==> config.mk <==
export PLATFORM = sky130hd
export DESIGN_NAME = ssww_watchdog
export DESIGN_NICKNAME = d
export VERILOG_FILES = /design/src/logic/ssww_pkg.sv /design/src/logic/ssww_glitch_filter.sv /design/src/logic/ssww_watchdog.sv
export SDC_FILE = /design/constraint.sdc
export NUM_CORES = 1
export LEC_CHECK = 0
export BUFFER_PORTS_ARGS = -buffer_cell sky130_fd_sc_hd__buf_2
export CAP_MARGIN = 20
export CORE_UTILIZATION = 45
export CTS_BUF_LIST = sky130_fd_sc_hd__clkbuf_8
export CTS_CLUSTER_DIAMETER = 50
export DETAILED_ROUTE_END_ITERATION = 6
export GPL_TIMING_DRIVEN = 0
export MAX_ROUTING_LAYER = met4
export SLEW_MARGIN = 15
export SYNTH_ARGS = -nofsm -noshare
export SYNTH_HDL_FRONTEND = slang
export SYNTH_SLANG_ARGS = --single-unit
==> constraint.sdc <==
create_clock -name i_sys_clk -period 3.71 [get_ports i_sys_clk]
set_input_delay 0.1855 -clock i_sys_clk [delete_from_list [all_inputs] [get_ports i_sys_clk]]
set_output_delay 0.1855 -clock i_sys_clk [all_outputs]
set_load 0.01 [all_outputs]
==> src/logic/ssww_pkg.sv <==
// Package with timing constants and state type of the supervisor window watchdog
package ssww_pkg;
  // Internal oscillator rate in kHz
  localparam int unsigned CLK_KHZ = 40000;
  // Documented times
  localparam int unsigned RESET_DELAY_MS = 25;
  localparam int unsigned GLITCH_NS = 3000;
  localparam int unsigned WIN_SHORT_US = 250000;
  localparam int unsigned WIN_LONG_US = 2500000;
  localparam int unsigned LB_SHORT_WIDE_NS = 7860000;
  localparam int unsigned LB_SHORT_NARROW_NS = 2000000;
  localparam int unsigned LB_LONG_WIDE_NS = 78200000;
  localparam int unsigned LB_LONG_NARROW_NS = 19600000;
  // Derived cycle counts
  localparam int unsigned RESET_DELAY_CYC = RESET_DELAY_MS * CLK_KHZ;
  localparam int unsigned GLITCH_CYC = (GLITCH_NS * (CLK_KHZ / 1000) + 999) / 1000;
  localparam int unsigned WIN_SHORT_CYC = (WIN_SHORT_US / 1000) * CLK_KHZ;
  localparam int unsigned WIN_LONG_CYC = (WIN_LONG_US / 1000) * CLK_KHZ;
  localparam int unsigned LB_SHORT_WIDE_CYC = (LB_SHORT_WIDE_NS / 1000) * (CLK_KHZ / 1000);
  localparam int unsigned LB_SHORT_NARROW_CYC = (LB_SHORT_NARROW_NS / 1000) * (CLK_KHZ / 1000);
  localparam int unsigned LB_LONG_WIDE_CYC = (LB_LONG_WIDE_NS / 1000) * (CLK_KHZ / 1000);
  localparam int unsigned LB_LONG_NARROW_CYC = (LB_LONG_NARROW_NS / 1000) * (CLK_KHZ / 1000);
  // Counter width covers the longest window
  localparam int unsigned CNT_W = 27;
  localparam logic [CNT_W-1:0] CNT_ZERO = 27'h0000000;
  // Reset values
  localparam logic SYNC_RST_VAL = 1'b0;
  localparam logic SUPPLY_RST_VAL = 1'b0;

  typedef enum logic [1:0] {
    SSWW_HOLD,
    SSWW_DELAY,
    SSWW_ON
  } ssww_state_type;
endpackage : ssww_pkg

==> src/logic/ssww_glitch_filter.sv <==
// Glitch filter that confirms a supply-low indication after a minimum duration
`timescale 1ns/1ps
module ssww_glitch_filter #(
  parameter int unsigned FILTER_CYC = ssww_pkg::GLITCH_CYC
) (
  // Clock and reset
  input wire logic i_sys_clk,
  input wire logic i_rst,
  // Synchronised raw supply-low level
  input wire logic i_low_raw,
  // Confirmed supply-low level
  output logic o_low
);
  localparam int unsigned W = $clog2(FILTER_CYC + 1);
  localparam logic [W-1:0] LIMIT = W'(FILTER_CYC);
  logic [W-1:0] cnt_r;
  logic [W-1:0] cnt_nxt;
  logic low_r;
  logic low_nxt;

  always_comb begin
    cnt_nxt = cnt_r;
    low_nxt = low_r;
    if (!i_low_raw) begin
      // Low drops clear at once; the reset side applies the delay
      cnt_nxt = '0;
      low_nxt = 1'b0;
    end else if (cnt_r < LIMIT - W'(1)) begin
      cnt_nxt = cnt_r + W'(1);
    end else begin
      low_nxt = 1'b1;
    end
  end

  always_ff @(posedge i_sys_clk or posedge i_rst) begin
    if (i_rst) begin
      cnt_r <= '0;
      low_r <= ssww_pkg::SUPPLY_RST_VAL;
    end else begin
      cnt_r <= cnt_nxt;
      low_r <= low_nxt;
    end
  end

  assign o_low = low_r;
endmodule : ssww_glitch_filter

==> src/logic/ssww_watchdog.sv <==
// Supervisor with window watchdog driving an active-low processor reset
// Notes on behaviour
// - Supply low drives reset output low
// - Release after full delay; drop restarts
// - Ignore dips shorter than glitch filter
// - Timeout strap picks 0.25 s or 2.5 s
// - Ratio strap picks larger or smaller lower bound
// - Edge inside window avoids reset
// - Missing edge before upper bound faults
// - Early edge with bound active faults
// - First window after release has no lower bound
// - First edge enables lower bound checking
// - Accepted edge restarts window, clears timers
// - Three states: on drives reset high, hold and delay drive it low
// - Trigger edge seen in the cycle the synchroniser output rises
`timescale 1ns/1ps
module ssww_watchdog #(
  parameter int unsigned RESET_DELAY_CYC = ssww_pkg::RESET_DELAY_CYC,
  parameter int unsigned GLITCH_CYC = ssww_pkg::GLITCH_CYC,
  parameter int unsigned WIN_SHORT_CYC = ssww_pkg::WIN_SHORT_CYC,
  parameter int unsigned WIN_LONG_CYC = ssww_pkg::WIN_LONG_CYC,
  parameter int unsigned LB_SHORT_WIDE_CYC = ssww_pkg::LB_SHORT_WIDE_CYC,
  parameter int unsigned LB_SHORT_NARROW_CYC = ssww_pkg::LB_SHORT_NARROW_CYC,
  parameter int unsigned LB_LONG_WIDE_CYC = ssww_pkg::LB_LONG_WIDE_CYC,
  parameter int unsigned LB_LONG_NARROW_CYC = ssww_pkg::LB_LONG_NARROW_CYC
) (
  // Clock and reset
  input wire logic i_sys_clk,
  input wire logic i_rst,
  // Supply comparator, high while supply is beneath the trip threshold
  input wire logic i_supply_trip_threshold_low,
  // Straps and trigger pins
  input wire logic i_timeout_select_strap,
  input wire logic i_ratio_select_strap,
  input wire logic i_watchdog_trigger_in,
  // Processor reset, active low
  output logic o_reset_n,
  // Open-drain view of the reset pin
  output logic o_reset_oe,
  // Watchdog fault pulse, for observation
  output logic o_wdog_fault
);
  localparam int unsigned CW = ssww_pkg::CNT_W;

  // Pin synchronisers
  logic [1:0] trip_sync_r;
  logic [1:0] trip_sync_nxt;
  logic [1:0] trig_sync_r;
  logic [1:0] trig_sync_nxt;
  logic [1:0] strap_sync_r;
  logic [1:0] strap_sync_nxt;
  logic trig_prev_r;
  logic trig_prev_nxt;

  // Supervisor state
  ssww_pkg::ssww_state_type state_r;
  ssww_pkg::ssww_state_type state_nxt;
  logic [CW-1:0] cnt_r;
  logic [CW-1:0] cnt_nxt;
  logic lb_en_r;
  logic lb_en_nxt;
  logic reset_n_r;
  logic reset_n_nxt;
  logic fault_r;
  logic fault_nxt;

  logic supply_low;
  logic trig_rise;
  logic [CW-1:0] win_cyc;
  logic [CW-1:0] lb_cyc;

  // Strap decode; used for both bounds
  function automatic logic [CW-1:0] pick(input logic sel, input int unsigned a,
                                          input int unsigned b);
    pick = sel ? CW'(b) : CW'(a);
  endfunction : pick

  ssww_glitch_filter #(
    .FILTER_CYC(GLITCH_CYC)
  ) u_filter (
    .i_sys_clk(i_sys_clk),
    .i_rst(i_rst),
    .i_low_raw(trip_sync_r[1]),
    .o_low(supply_low)
  );

  always_comb begin
    trip_sync_nxt = {trip_sync_r[0], i_supply_trip_threshold_low};
    trig_sync_nxt = {trig_sync_r[0], i_watchdog_trigger_in};
    strap_sync_nxt[0] = i_timeout_select_strap;
    strap_sync_nxt[1] = i_ratio_select_strap;
    trig_prev_nxt = trig_sync_r[1];
  end

  // Straps cross two stages, packed as one strap per index
  logic [1:0] strap_meta_r;
  always_ff @(posedge i_sys_clk or posedge i_rst) begin
    if (i_rst) begin
      trip_sync_r <= 2'h3;
      trig_sync_r <= 2'h0;
      strap_meta_r <= 2'h0;
      strap_sync_r <= 2'h0;
      trig_prev_r <= ssww_pkg::SYNC_RST_VAL;
    end else begin
      trip_sync_r <= trip_sync_nxt;
      trig_sync_r <= trig_sync_nxt;
      strap_meta_r <= strap_sync_nxt;
      strap_sync_r <= strap_meta_r;
      trig_prev_r <= trig_prev_nxt;
    end
  end

  // Edge seen in the same cycle the synchroniser output rises
  assign trig_rise = trig_sync_r[1] & ~trig_prev_r;

  // Upper bound from timeout strap
  assign win_cyc = pick(strap_sync_r[0], WIN_SHORT_CYC, WIN_LONG_CYC);
  // Lower bound: ratio strap low gives the larger value
  always_comb begin
    if (!strap_sync_r[0]) begin
      lb_cyc = pick(strap_sync_r[1], LB_SHORT_WIDE_CYC, LB_SHORT_NARROW_CYC);
    end else begin
      lb_cyc = pick(strap_sync_r[1], LB_LONG_WIDE_CYC, LB_LONG_NARROW_CYC);
    end
  end

  always_comb begin
    state_nxt = state_r;
    cnt_nxt = cnt_r;
    lb_en_nxt = lb_en_r;
    reset_n_nxt = reset_n_r;
    fault_nxt = 1'b0;
    case (state_r)
      ssww_pkg::SSWW_HOLD: begin
        reset_n_nxt = 1'b0;
        cnt_nxt = ssww_pkg::CNT_ZERO;
        lb_en_nxt = 1'b0;
        if (!supply_low) begin
          state_nxt = ssww_pkg::SSWW_DELAY;
        end
      end
      ssww_pkg::SSWW_DELAY: begin
        reset_n_nxt = 1'b0;
        lb_en_nxt = 1'b0;
        if (supply_low) begin
          // Any dip confirmed by the glitch filter restarts the delay
          state_nxt = ssww_pkg::SSWW_HOLD;
          cnt_nxt = ssww_pkg::CNT_ZERO;
        end else if (cnt_r >= CW'(RESET_DELAY_CYC - 1)) begin
          state_nxt = ssww_pkg::SSWW_ON;
          reset_n_nxt = 1'b1;
          cnt_nxt = ssww_pkg::CNT_ZERO;
          lb_en_nxt = 1'b0;
        end else begin
          cnt_nxt = cnt_r + CW'(1);
        end
      end
      ssww_pkg::SSWW_ON: begin
        if (supply_low) begin
          state_nxt = ssww_pkg::SSWW_HOLD;
          reset_n_nxt = 1'b0;
          cnt_nxt = ssww_pkg::CNT_ZERO;
        end else if (trig_rise && lb_en_r && cnt_r < lb_cyc) begin
          // Early edge once lower bound is armed
          state_nxt = ssww_pkg::SSWW_DELAY;
          reset_n_nxt = 1'b0;
          fault_nxt = 1'b1;
          cnt_nxt = ssww_pkg::CNT_ZERO;
        end else if (trig_rise) begin
          // Accepted edge opens a new window
          cnt_nxt = ssww_pkg::CNT_ZERO;
          lb_en_nxt = 1'b1;
        end else if (cnt_r >= win_cyc - CW'(1)) begin
          state_nxt = ssww_pkg::SSWW_DELAY;
          reset_n_nxt = 1'b0;
          fault_nxt = 1'b1;
          cnt_nxt = ssww_pkg::CNT_ZERO;
        end else begin
          cnt_nxt = cnt_r + CW'(1);
        end
      end
      default: begin
        state_nxt = ssww_pkg::SSWW_HOLD;
        reset_n_nxt = 1'b0;
        cnt_nxt = ssww_pkg::CNT_ZERO;
        lb_en_nxt = 1'b0;
      end
    endcase
  end

  always_ff @(posedge i_sys_clk or posedge i_rst) begin
    if (i_rst) begin
      state_r <= ssww_pkg::SSWW_HOLD;
      cnt_r <= ssww_pkg::CNT_ZERO;
      lb_en_r <= 1'b0;
      reset_n_r <= 1'b0;
      fault_r <= 1'b0;
    end else begin
      state_r <= state_nxt;
      cnt_r <= cnt_nxt;
      lb_en_r <= lb_en_nxt;
      reset_n_r <= reset_n_nxt;
      fault_r <= fault_nxt;
    end
  end

  assign o_reset_n = reset_n_r;
  // Pin is pulled low only; high comes from the external pull-up
  assign o_reset_oe = ~reset_n_r;
  assign o_wdog_fault = fault_r;
endmodule : ssww_watchdog

==> results of run 1 <==
[stage by stage]
stage	total power (W)	util (%)
3_3_place_gp	0.0006050	49.44
4_1_cts	0.0009952	52.19
2_1_floorplan	0.0005923	-
3_5_place_dp	0.0006101	49.75
5_1_grt	0.001027	52.19
6_report	0.0009878	52.19
[sequential cells by signal, summed over array words and instances, names as in the netlist]
register	cells
state_r	2
u_filter.o_low	1
lb_en_r	1
trip_sync_r	2
trig_sync_r	2
strap_sync_r	2
o_reset_n	1
cnt_r	27
trig_prev_r	1
o_wdog_fault	1
strap_meta_r	2
u_filter.cnt_r	7
[layout make-up]
class	instances	area share [%]
Inverter	15	1.670
Multi-Input combinational cell	239	51.60
Sequential cell	49	36.45
Timing Repair Buffer	14	3.267
Tap cell	77	2.858
Buffer	6	0.9651
Clock inverter	3	1.151
Clock buffer	5	2.042
[critical path, delay by kind of cell (launching register included)]
family | cells | cell delay [ns]
flip-flops | 1 | 0.51
AO/OA/AOI/OAI | 2 | 0.52
AND/OR/NAND/NOR | 3 | 0.59
multiplexers | 1 | 0.29
adder cells (fa/ha/maj) | 2 | 0.68
buffers and inverters | 1 | 0.45
[kinds of logic after synthesis]
kind of cell	share of synthesized area, %
buffers and inverters	2.906
and+or+nand+nor	22.60
DFF	40.20
AOI/OAI and AO/OA	9.619
muxes	0.8185
adders and majority gates	15.55
xor gates and xnor gates	8.309
[worst min path at each step]
stage                              to  slack (ns)  depth (start not counted)
global placement       trip_sync_r[0]        0.29                          1
detailed placement  u_filter.cnt_r[0]        0.26                          2
floorplan              trip_sync_r[0]        0.19                          0
finish                strap_sync_r[1]        0.35                          0
global route           trip_sync_r[1]        0.36                          0
CTS                   strap_sync_r[1]        0.36                          0
[layout by cell type (no fill, tap or decap), types with 3 or more instances in the layout]
| cell | n |
|---|---|
| sky130_fd_sc_hd__dlygate4sd3_1 | 5 |
| sky130_fd_sc_hd__nor2b_1 | 5 |
| sky130_fd_sc_hd__nand3_1 | 10 |
| sky130_fd_sc_hd__a211oi_1 | 3 |
| sky130_fd_sc_hd__a31oi_1 | 4 |
| sky130_fd_sc_hd__and4_1 | 5 |
| sky130_fd_sc_hd__dfrtp_1 | 47 |
| sky130_fd_sc_hd__clkbuf_8 | 5 |
| sky130_fd_sc_hd__nor3_1 | 12 |
| sky130_fd_sc_hd__a21oi_1 | 11 |
| sky130_fd_sc_hd__nand2b_1 | 4 |
| sky130_fd_sc_hd__o21a_1 | 4 |
| sky130_fd_sc_hd__nand4_1 | 8 |
| sky130_fd_sc_hd__xor2_1 | 10 |
| sky130_fd_sc_hd__nor2_1 | 42 |
| sky130_fd_sc_hd__o21ai_0 | 5 |
| sky130_fd_sc_hd__nor4_1 | 3 |
| sky130_fd_sc_hd__nand4b_1 | 5 |
| sky130_fd_sc_hd__clkbuf_1 | 3 |
| sky130_fd_sc_hd__and2_1 | 6 |
| sky130_fd_sc_hd__nand2_1 | 16 |
| sky130_fd_sc_hd__xnor2_1 | 19 |
| sky130_fd_sc_hd__inv_1 | 15 |
| sky130_fd_sc_hd__ha_1 | 38 |
| sky130_fd_sc_hd__buf_2 | 10 |
[power by group]
part           total [W]  internal [W]  switching [W]  leakage (nW)
Combinational  0.0000536     0.0000231      0.0000304         0.853
Sequential      0.000549      0.000542     0.00000680         0.644
Clock           0.000385      0.000198       0.000188        0.0593
Total           0.000988      0.000763       0.000225          1.56
[metal layers]
metal	part of all wire, %	up-vias
met5	0	-
met4	1.1	0
met2	44	38
met3	2.7	6
li1	-	1135
met1	53	1051
==> results.txt, run 1 <==
global-route wire length before repair: 10.87 mm
Placed Cells: 395
DIE AREA: 7126 sq um
library cell contributing the largest single delay on the critical path: sky130_fd_sc_hd__dfrtp_1
met2 track demand over resource in global routing: 30.33%
Post-synth top cells: 47 x sky130_fd_sc_hd__dfrtp_1, 42 x sky130_fd_sc_hd__nor2_1, 38 x sky130_fd_sc_hd__ha_1
source-to-sink clock delay at the later pin of the worst-skew pair: 0.31 ns
Slew Limit Headroom: 62.28%
Post-Synthesis Cell Area: 3057 sq um
Setup Viol. Count Final: 0
startpoint of the most critical setup path: strap_sync_r[0]
Post-Synthesis Cells: 309
floorplan die width: 84.42 microns
Place WS: 0.5458 ns
Area after DPL: 3213 sq um
sink count of the clock tree: 49
setup slack on the worst flop-to-flop path: 0.54 ns
register area share after synthesis: 40.20%
sum of negative setup slack: 0 ns
detailed placement HPWL: 4.596 mm
period utilisation layout: 85.56%
violated checks: design-rule violations
final number of max-transition violations: 0
final-layout worst hold slack: 0.3544 ns
cell breakdown of the critical path: inv_1, ha_1, ha_1, nand2_1, o21ai_0, or2b_2, a31oi_1, and2_1, mux2_4
startpoint kind of the worst setup timing path: flop
async set-reset flop share out of synthesis: 100.0%
worst hold start: strap_meta_r[1]
portion of synthesized cell area occupied by the leading cell type: 38.48%
detail-routed net length per standard cell: 15.37 microns
clock-pin slew on the worst setup and hold paths: 0.10 ns
final routed DRC violation total: 4
number of buffers inserted during clock tree synthesis: 5
path category of the worst min-delay check: reg -> reg
post-layout minimum cycle time: 3.174 ns
share of cells above drive strength 1: 9.063%
transition at the pin with the smallest max-transition slack: 0.5652 ns
number of ports placed on the die boundary: 9
antenna-violating nets left: 0
Pleak: 1.556 nW
Hold Buf Count CTS: 5
post-CTS setup repair buffer count: 0
Primary FF master, synth: sky130_fd_sc_hd__dfrtp_1
synthesized area per cell: 9.892 sq um
number of cell instances on the worst register-to-register path: 9
count of flip-flops with a built-in enable after synthesis: 0
number of instances resized during post-cts repair: 0
YS warnings: 0
Vias per Instance: 5.466
drt first-iter violations: 89
post-synthesis to final-layout area growth: 10.27%
highest achievable clock rate: 0.3150 GHz
fill cell total of the finished layout: 597
met1 layer usage reported by global route: 28.17%
maximum number of pins on one net before global-route repair: 28
worst-path fanout max: 15
top post-synthesis cells by area: sky130_fd_sc_hd__dfrtp_1 38%, sky130_fd_sc_hd__ha_1 16%, sky130_fd_sc_hd__xnor2_1 5.4%
area leader, netlist: sky130_fd_sc_hd__dfrtp_1
setup ws final: 0.5356 ns
maximum buffer depth of the clock tree: 2
via count of the first global-routing pass: 2192
CP most frequent cell: sky130_fd_sc_hd__ha_1
start of the worst register-to-register path: strap_sync_r[0]
area taken by multi-input logic gates: 1739 sq um
status: finished with violations
count of H-tree levels built during CTS: 2
antenna cell count: 0
Nets: 374
worst clock skew: 0.006475 ns
RSZ-0062 raised after global routing: no
Starting Density: 47.33%
Crit Path Class: reg -> reg
nets in the synthesized netlist: 353
root cell of the clock tree: sky130_fd_sc_hd__clkbuf_8
Post-Route WL: 6.272 mm
CTS tree: yes
Data required, critical path: 3.91 ns
GRT busiest layer: met2
total global routing overflow: 0
total of max-cap violations: 0
routability congestion estimate: 0.8812
hold violation count in the final report: 0
height of the die: 84.42 microns
kind of end point of the critical path: flop
FP Rows: 29
Crit path largest cell delay: 0.51 ns
Critical R2R Capture: o_reset_n
final cell area excluding filler cells: 3371 sq um
crit path to: o_reset_n
unique cell type count in the Yosys netlist: 48
most used standard cell by instance count after synthesis: sky130_fd_sc_hd__dfrtp_1
footprint of the flip-flops and latches: 1229 sq um
global-route track usage on met3: 3.245%
Overall Global Routing Usage: 20.03%
number of buffers inserted by port buffering: 8
Worst EP arrival: 3.37 ns
via count: 2230
Core Box Area: 6459 sq um
worst voltage drop across the vdd grid: 0.2528 mV
post-synthesis sequential element count: 49
Detailed Routing Iterations Pass 1: 6
final standard cell count with taps included and fillers excluded: 408
Power Dens Cells: 293.0 nW/um^2
initial antenna violation count: 0
Power figures use the tool's default switching activity.
==> run 2: changes to the inputs <==
--- a/config.mk
+++ b/config.mk
@@ -7,12 +7,13 @@
 export LEC_CHECK = 0
 export BUFFER_PORTS_ARGS = -buffer_cell sky130_fd_sc_hd__buf_2
 export CAP_MARGIN = 20
-export CORE_UTILIZATION = 45
+export CORE_UTILIZATION = 60
 export CTS_BUF_LIST = sky130_fd_sc_hd__clkbuf_8
 export CTS_CLUSTER_DIAMETER = 50
 export DETAILED_ROUTE_END_ITERATION = 6
 export GPL_TIMING_DRIVEN = 0
 export MAX_ROUTING_LAYER = met4
+export PLACE_DENSITY = 0.77
 export SLEW_MARGIN = 15
 export SYNTH_ARGS = -nofsm -noshare
 export SYNTH_HDL_FRONTEND = slang
==> results.txt, run 2 (synthesis gave the netlist of run 1 again) <==
Core Box Area: 4817 sq um (was 6459 sq um)
maximum buffer depth of the clock tree: 2 (unchanged)
area taken by multi-input logic gates: 1739 sq um (unchanged)
start of the worst register-to-register path: strap_sync_r[0] (unchanged)
final number of max-transition violations: 0 (unchanged)
Crit path largest cell delay: 0.51 ns (about the same)
Slew Limit Headroom: 57.50% (was 62.28%)
Vias per Instance: 5.746 (was 5.466)
clock-pin slew on the worst setup and hold paths: 0.09 ns (was 0.10 ns)
total global routing overflow: 0 (unchanged)
fill cell total of the finished layout: 402 (was 597)
startpoint kind of the worst setup timing path: flop (unchanged)
Worst EP arrival: 3.31 ns (was 3.37 ns)
buffer and inverter count on the worst path: 2 (was 1)
number of ports placed on the die boundary: 9 (unchanged)
maximum number of pins on one net before global-route repair: 30 (was 28)
family with the most delay on the worst path: buffers and inverters (was adder cells)
worst-path fanout max: 15 (unchanged)
global-route wire length before repair: 10.12 mm (was 10.87 mm)
global-route track usage on met3: 5.075% (was 3.245%)
transition at the pin with the smallest max-transition slack: 0.6365 ns (was 0.5652 ns)
detail-routed net length per standard cell: 14.98 microns (was 15.37 microns)
cell breakdown of the critical path: inv_1, ha_1, nand4b_1, nor4_1, o311a_1, nor4_1, o21ai_2, buf_2, nor2_1 (was inv_1, ha_1, ha_1, nand2_1, o21ai_0, or2b_2, a31oi_1, and2_1, mux2_4)
Power Dens Cells: 293.2 nW/um^2 (was 293.0 nW/um^2)
most frequent cells in the layout: 47 x sky130_fd_sc_hd__dfrtp_1, 42 x sky130_fd_sc_hd__nor2_1, 38 x sky130_fd_sc_hd__ha_1 (unchanged)
highest achievable clock rate: 0.3213 GHz (was 0.3150 GHz)
CTS tree: yes (unchanged)
antenna-violating nets left: 0 (unchanged)
final routed DRC violation total: 0 (was 4)
worst voltage drop across the vdd grid: 0.2188 mV (was 0.2528 mV)
Post-Route WL: 5.963 mm (was 6.272 mm)
floorplan die width: 73.38 microns (was 84.42 microns)
number of cell instances on the worst register-to-register path: 9 (unchanged)
GRT busiest layer: met1 (was met2)
share of cells above drive strength 1: 9.063% (unchanged)
detailed placement HPWL: 4.292 mm (was 4.596 mm)
CP most frequent cell: sky130_fd_sc_hd__nor4_1 (was sky130_fd_sc_hd__ha_1)
total of max-cap violations: 0 (unchanged)
Starting Density: 63.45% (was 47.33%)
library cell contributing the largest single delay on the critical path: sky130_fd_sc_hd__dfrtp_1 (unchanged)
sum of negative setup slack: 0 ns (unchanged)
setup ws final: 0.5976 ns (was 0.5356 ns)
RSZ-0062 raised after global routing: no (unchanged)
post-synthesis to final-layout area growth: 10.23% (was 10.27%)
number of buffers inserted during clock tree synthesis: 5 (unchanged)
most common library cell in the layout ignoring fill and taps: sky130_fd_sc_hd__dfrtp_1 (unchanged)
count of H-tree levels built during CTS: 2 (unchanged)
height of the die: 73.38 microns (was 84.42 microns)
post-layout minimum cycle time: 3.112 ns (was 3.174 ns)
antenna cell count: 0 (unchanged)
initial antenna violation count: 0 (unchanged)
Nets: 374 (unchanged)
met1 layer usage reported by global route: 37.50% (was 28.17%)
worst clock skew: 0.005950 ns (was 0.006475 ns)
DIE AREA: 5384 sq um (was 7126 sq um)
routability congestion estimate: 0.9254 (was 0.8812)
via count: 2287 (was 2230)
Data required, critical path: 3.90 ns (was 3.91 ns)
setup slack on the worst flop-to-flop path: 0.60 ns (was 0.54 ns)
Crit Path Class: reg -> reg (unchanged)
depth of the critical timing path with buffers and inverters included: 9 (unchanged)
source-to-sink clock delay at the later pin of the worst-skew pair: 0.31 ns (about the same)
Overall Global Routing Usage: 25.81% (was 20.03%)
status: complete, no violations (was finished with violations)
Place WS: 0.6391 ns (was 0.5458 ns)
period utilisation layout: 83.89% (was 85.56%)
number of instances resized during post-cts repair: 0 (unchanged)
kind of end point of the critical path: flop (unchanged)
final total power: 0.0009879 W (was 0.0009878 W)
Critical R2R Capture: cnt_r[26] (was o_reset_n)
number of buffers inserted by port buffering: 8 (unchanged)
via count of the first global-routing pass: 2097 (was 2192)
Most flops, register: cnt_r (unchanged)
root cell of the clock tree: sky130_fd_sc_hd__clkbuf_8 (unchanged)
met2 track demand over resource in global routing: 36.42% (was 30.33%)
Detailed Routing Iterations Pass 1: 4 (was 6)
crit path to: cnt_r[26] (was o_reset_n)
max reg flops: 27 (unchanged)
Pleak: 1.560 nW (was 1.556 nW)
footprint of the flip-flops and latches: 1229 sq um (unchanged)
drt first-iter violations: 141 (was 89)
Setup Viol. Count Final: 0 (unchanged)
Finished Core Util: 69.95% (was 52.19%)
biggest regs: cnt_r (27), u_filter.cnt_r (7) (unchanged)
startpoint of the most critical setup path: strap_sync_r[0] (unchanged)
hold violation count in the final report: 0 (unchanged)
path category of the worst min-delay check: reg -> reg (unchanged)
FP Rows: 25 (was 29)
sink count of the clock tree: 49 (unchanged)
-- run 2: cell count changes in the layout (fill, tap and decap cells not counted) --
cell	delta
sky130_fd_sc_hd__buf_12	-1
sky130_fd_sc_hd__buf_16	+1
sky130_fd_sc_hd__clkinv_2	-1
sky130_fd_sc_hd__inv_6	+1
-- run 2: power by group --
part           internal (W)  switching, W  total [W]
sequential         0.000542    0.00000709   0.000549
clock              0.000201      0.000184   0.000385
combinational     0.0000238     0.0000302  0.0000540
-- run 2: cell type report --
type / count / share of cell area [%]
buffer: 6 / 0.9655
clock buffer: 5 / 2.042
clock inverter: 3 / 1.263
inverter: 15 / 1.671
multi-input combinational: 239 / 51.62
sequential: 49 / 36.46
tap: 67 / 2.488
timing repair buffer: 14 / 3.491
-- run 2: worst min path at each step --
stage                           startpoint               to  slack, ns  cells past startpoint
2_1_floorplan  i_supply_trip_threshold_low   trip_sync_r[0]       0.19                      0
3_3_place_gp   i_supply_trip_threshold_low   trip_sync_r[0]       0.29                      1
3_5_place_dp         i_watchdog_trigger_in   trig_sync_r[0]       0.29                      1
4_1_cts                    strap_meta_r[0]  strap_sync_r[0]       0.36                      0
5_1_grt                    strap_meta_r[0]  strap_sync_r[0]       0.37                      0
6_report                   strap_meta_r[0]  strap_sync_r[0]       0.36                      0
-- run 2: per-layer routing --
metal | share of wire (%) | wire, microns | up-vias
li1 | - | - | 1138
met1 | 52 | 3107 | 1100
met2 | 42 | 2527 | 38
met3 | 3.6 | 213 | 11
met4 | 1.9 | 114 | 0
met5 | 0 | 0 | -
-- run 2: worst reg2reg max path: cells and delay by family, from the launching register on --
family | cells | cell delay [ns]
buf+inv | 2 | 0.77
flops | 1 | 0.51
compound gates | 2 | 0.68
fa+ha+maj | 1 | 0.35
simple gates | 4 | 0.69
-- run 2: timing repair --
item / in CTS / in global routing
hold buffers: 5 / 0
setup buffers: 0 / 0
hold endpoints to repair: 30 / 0
-- run 2: metrics by stage --
stage / hold slack (ns) / cell area [sq um] / instances
after floorplan: 0.1900 / 3057 / 309
after detailed placement: 0.2948 / 3208 / 385
after global routing: 0.3699 / 3369 / 398
after global placement: 0.2908 / 3181 / 384
final: 0.3562 / 3369 / 398
after CTS: 0.3591 / 3369 / 398
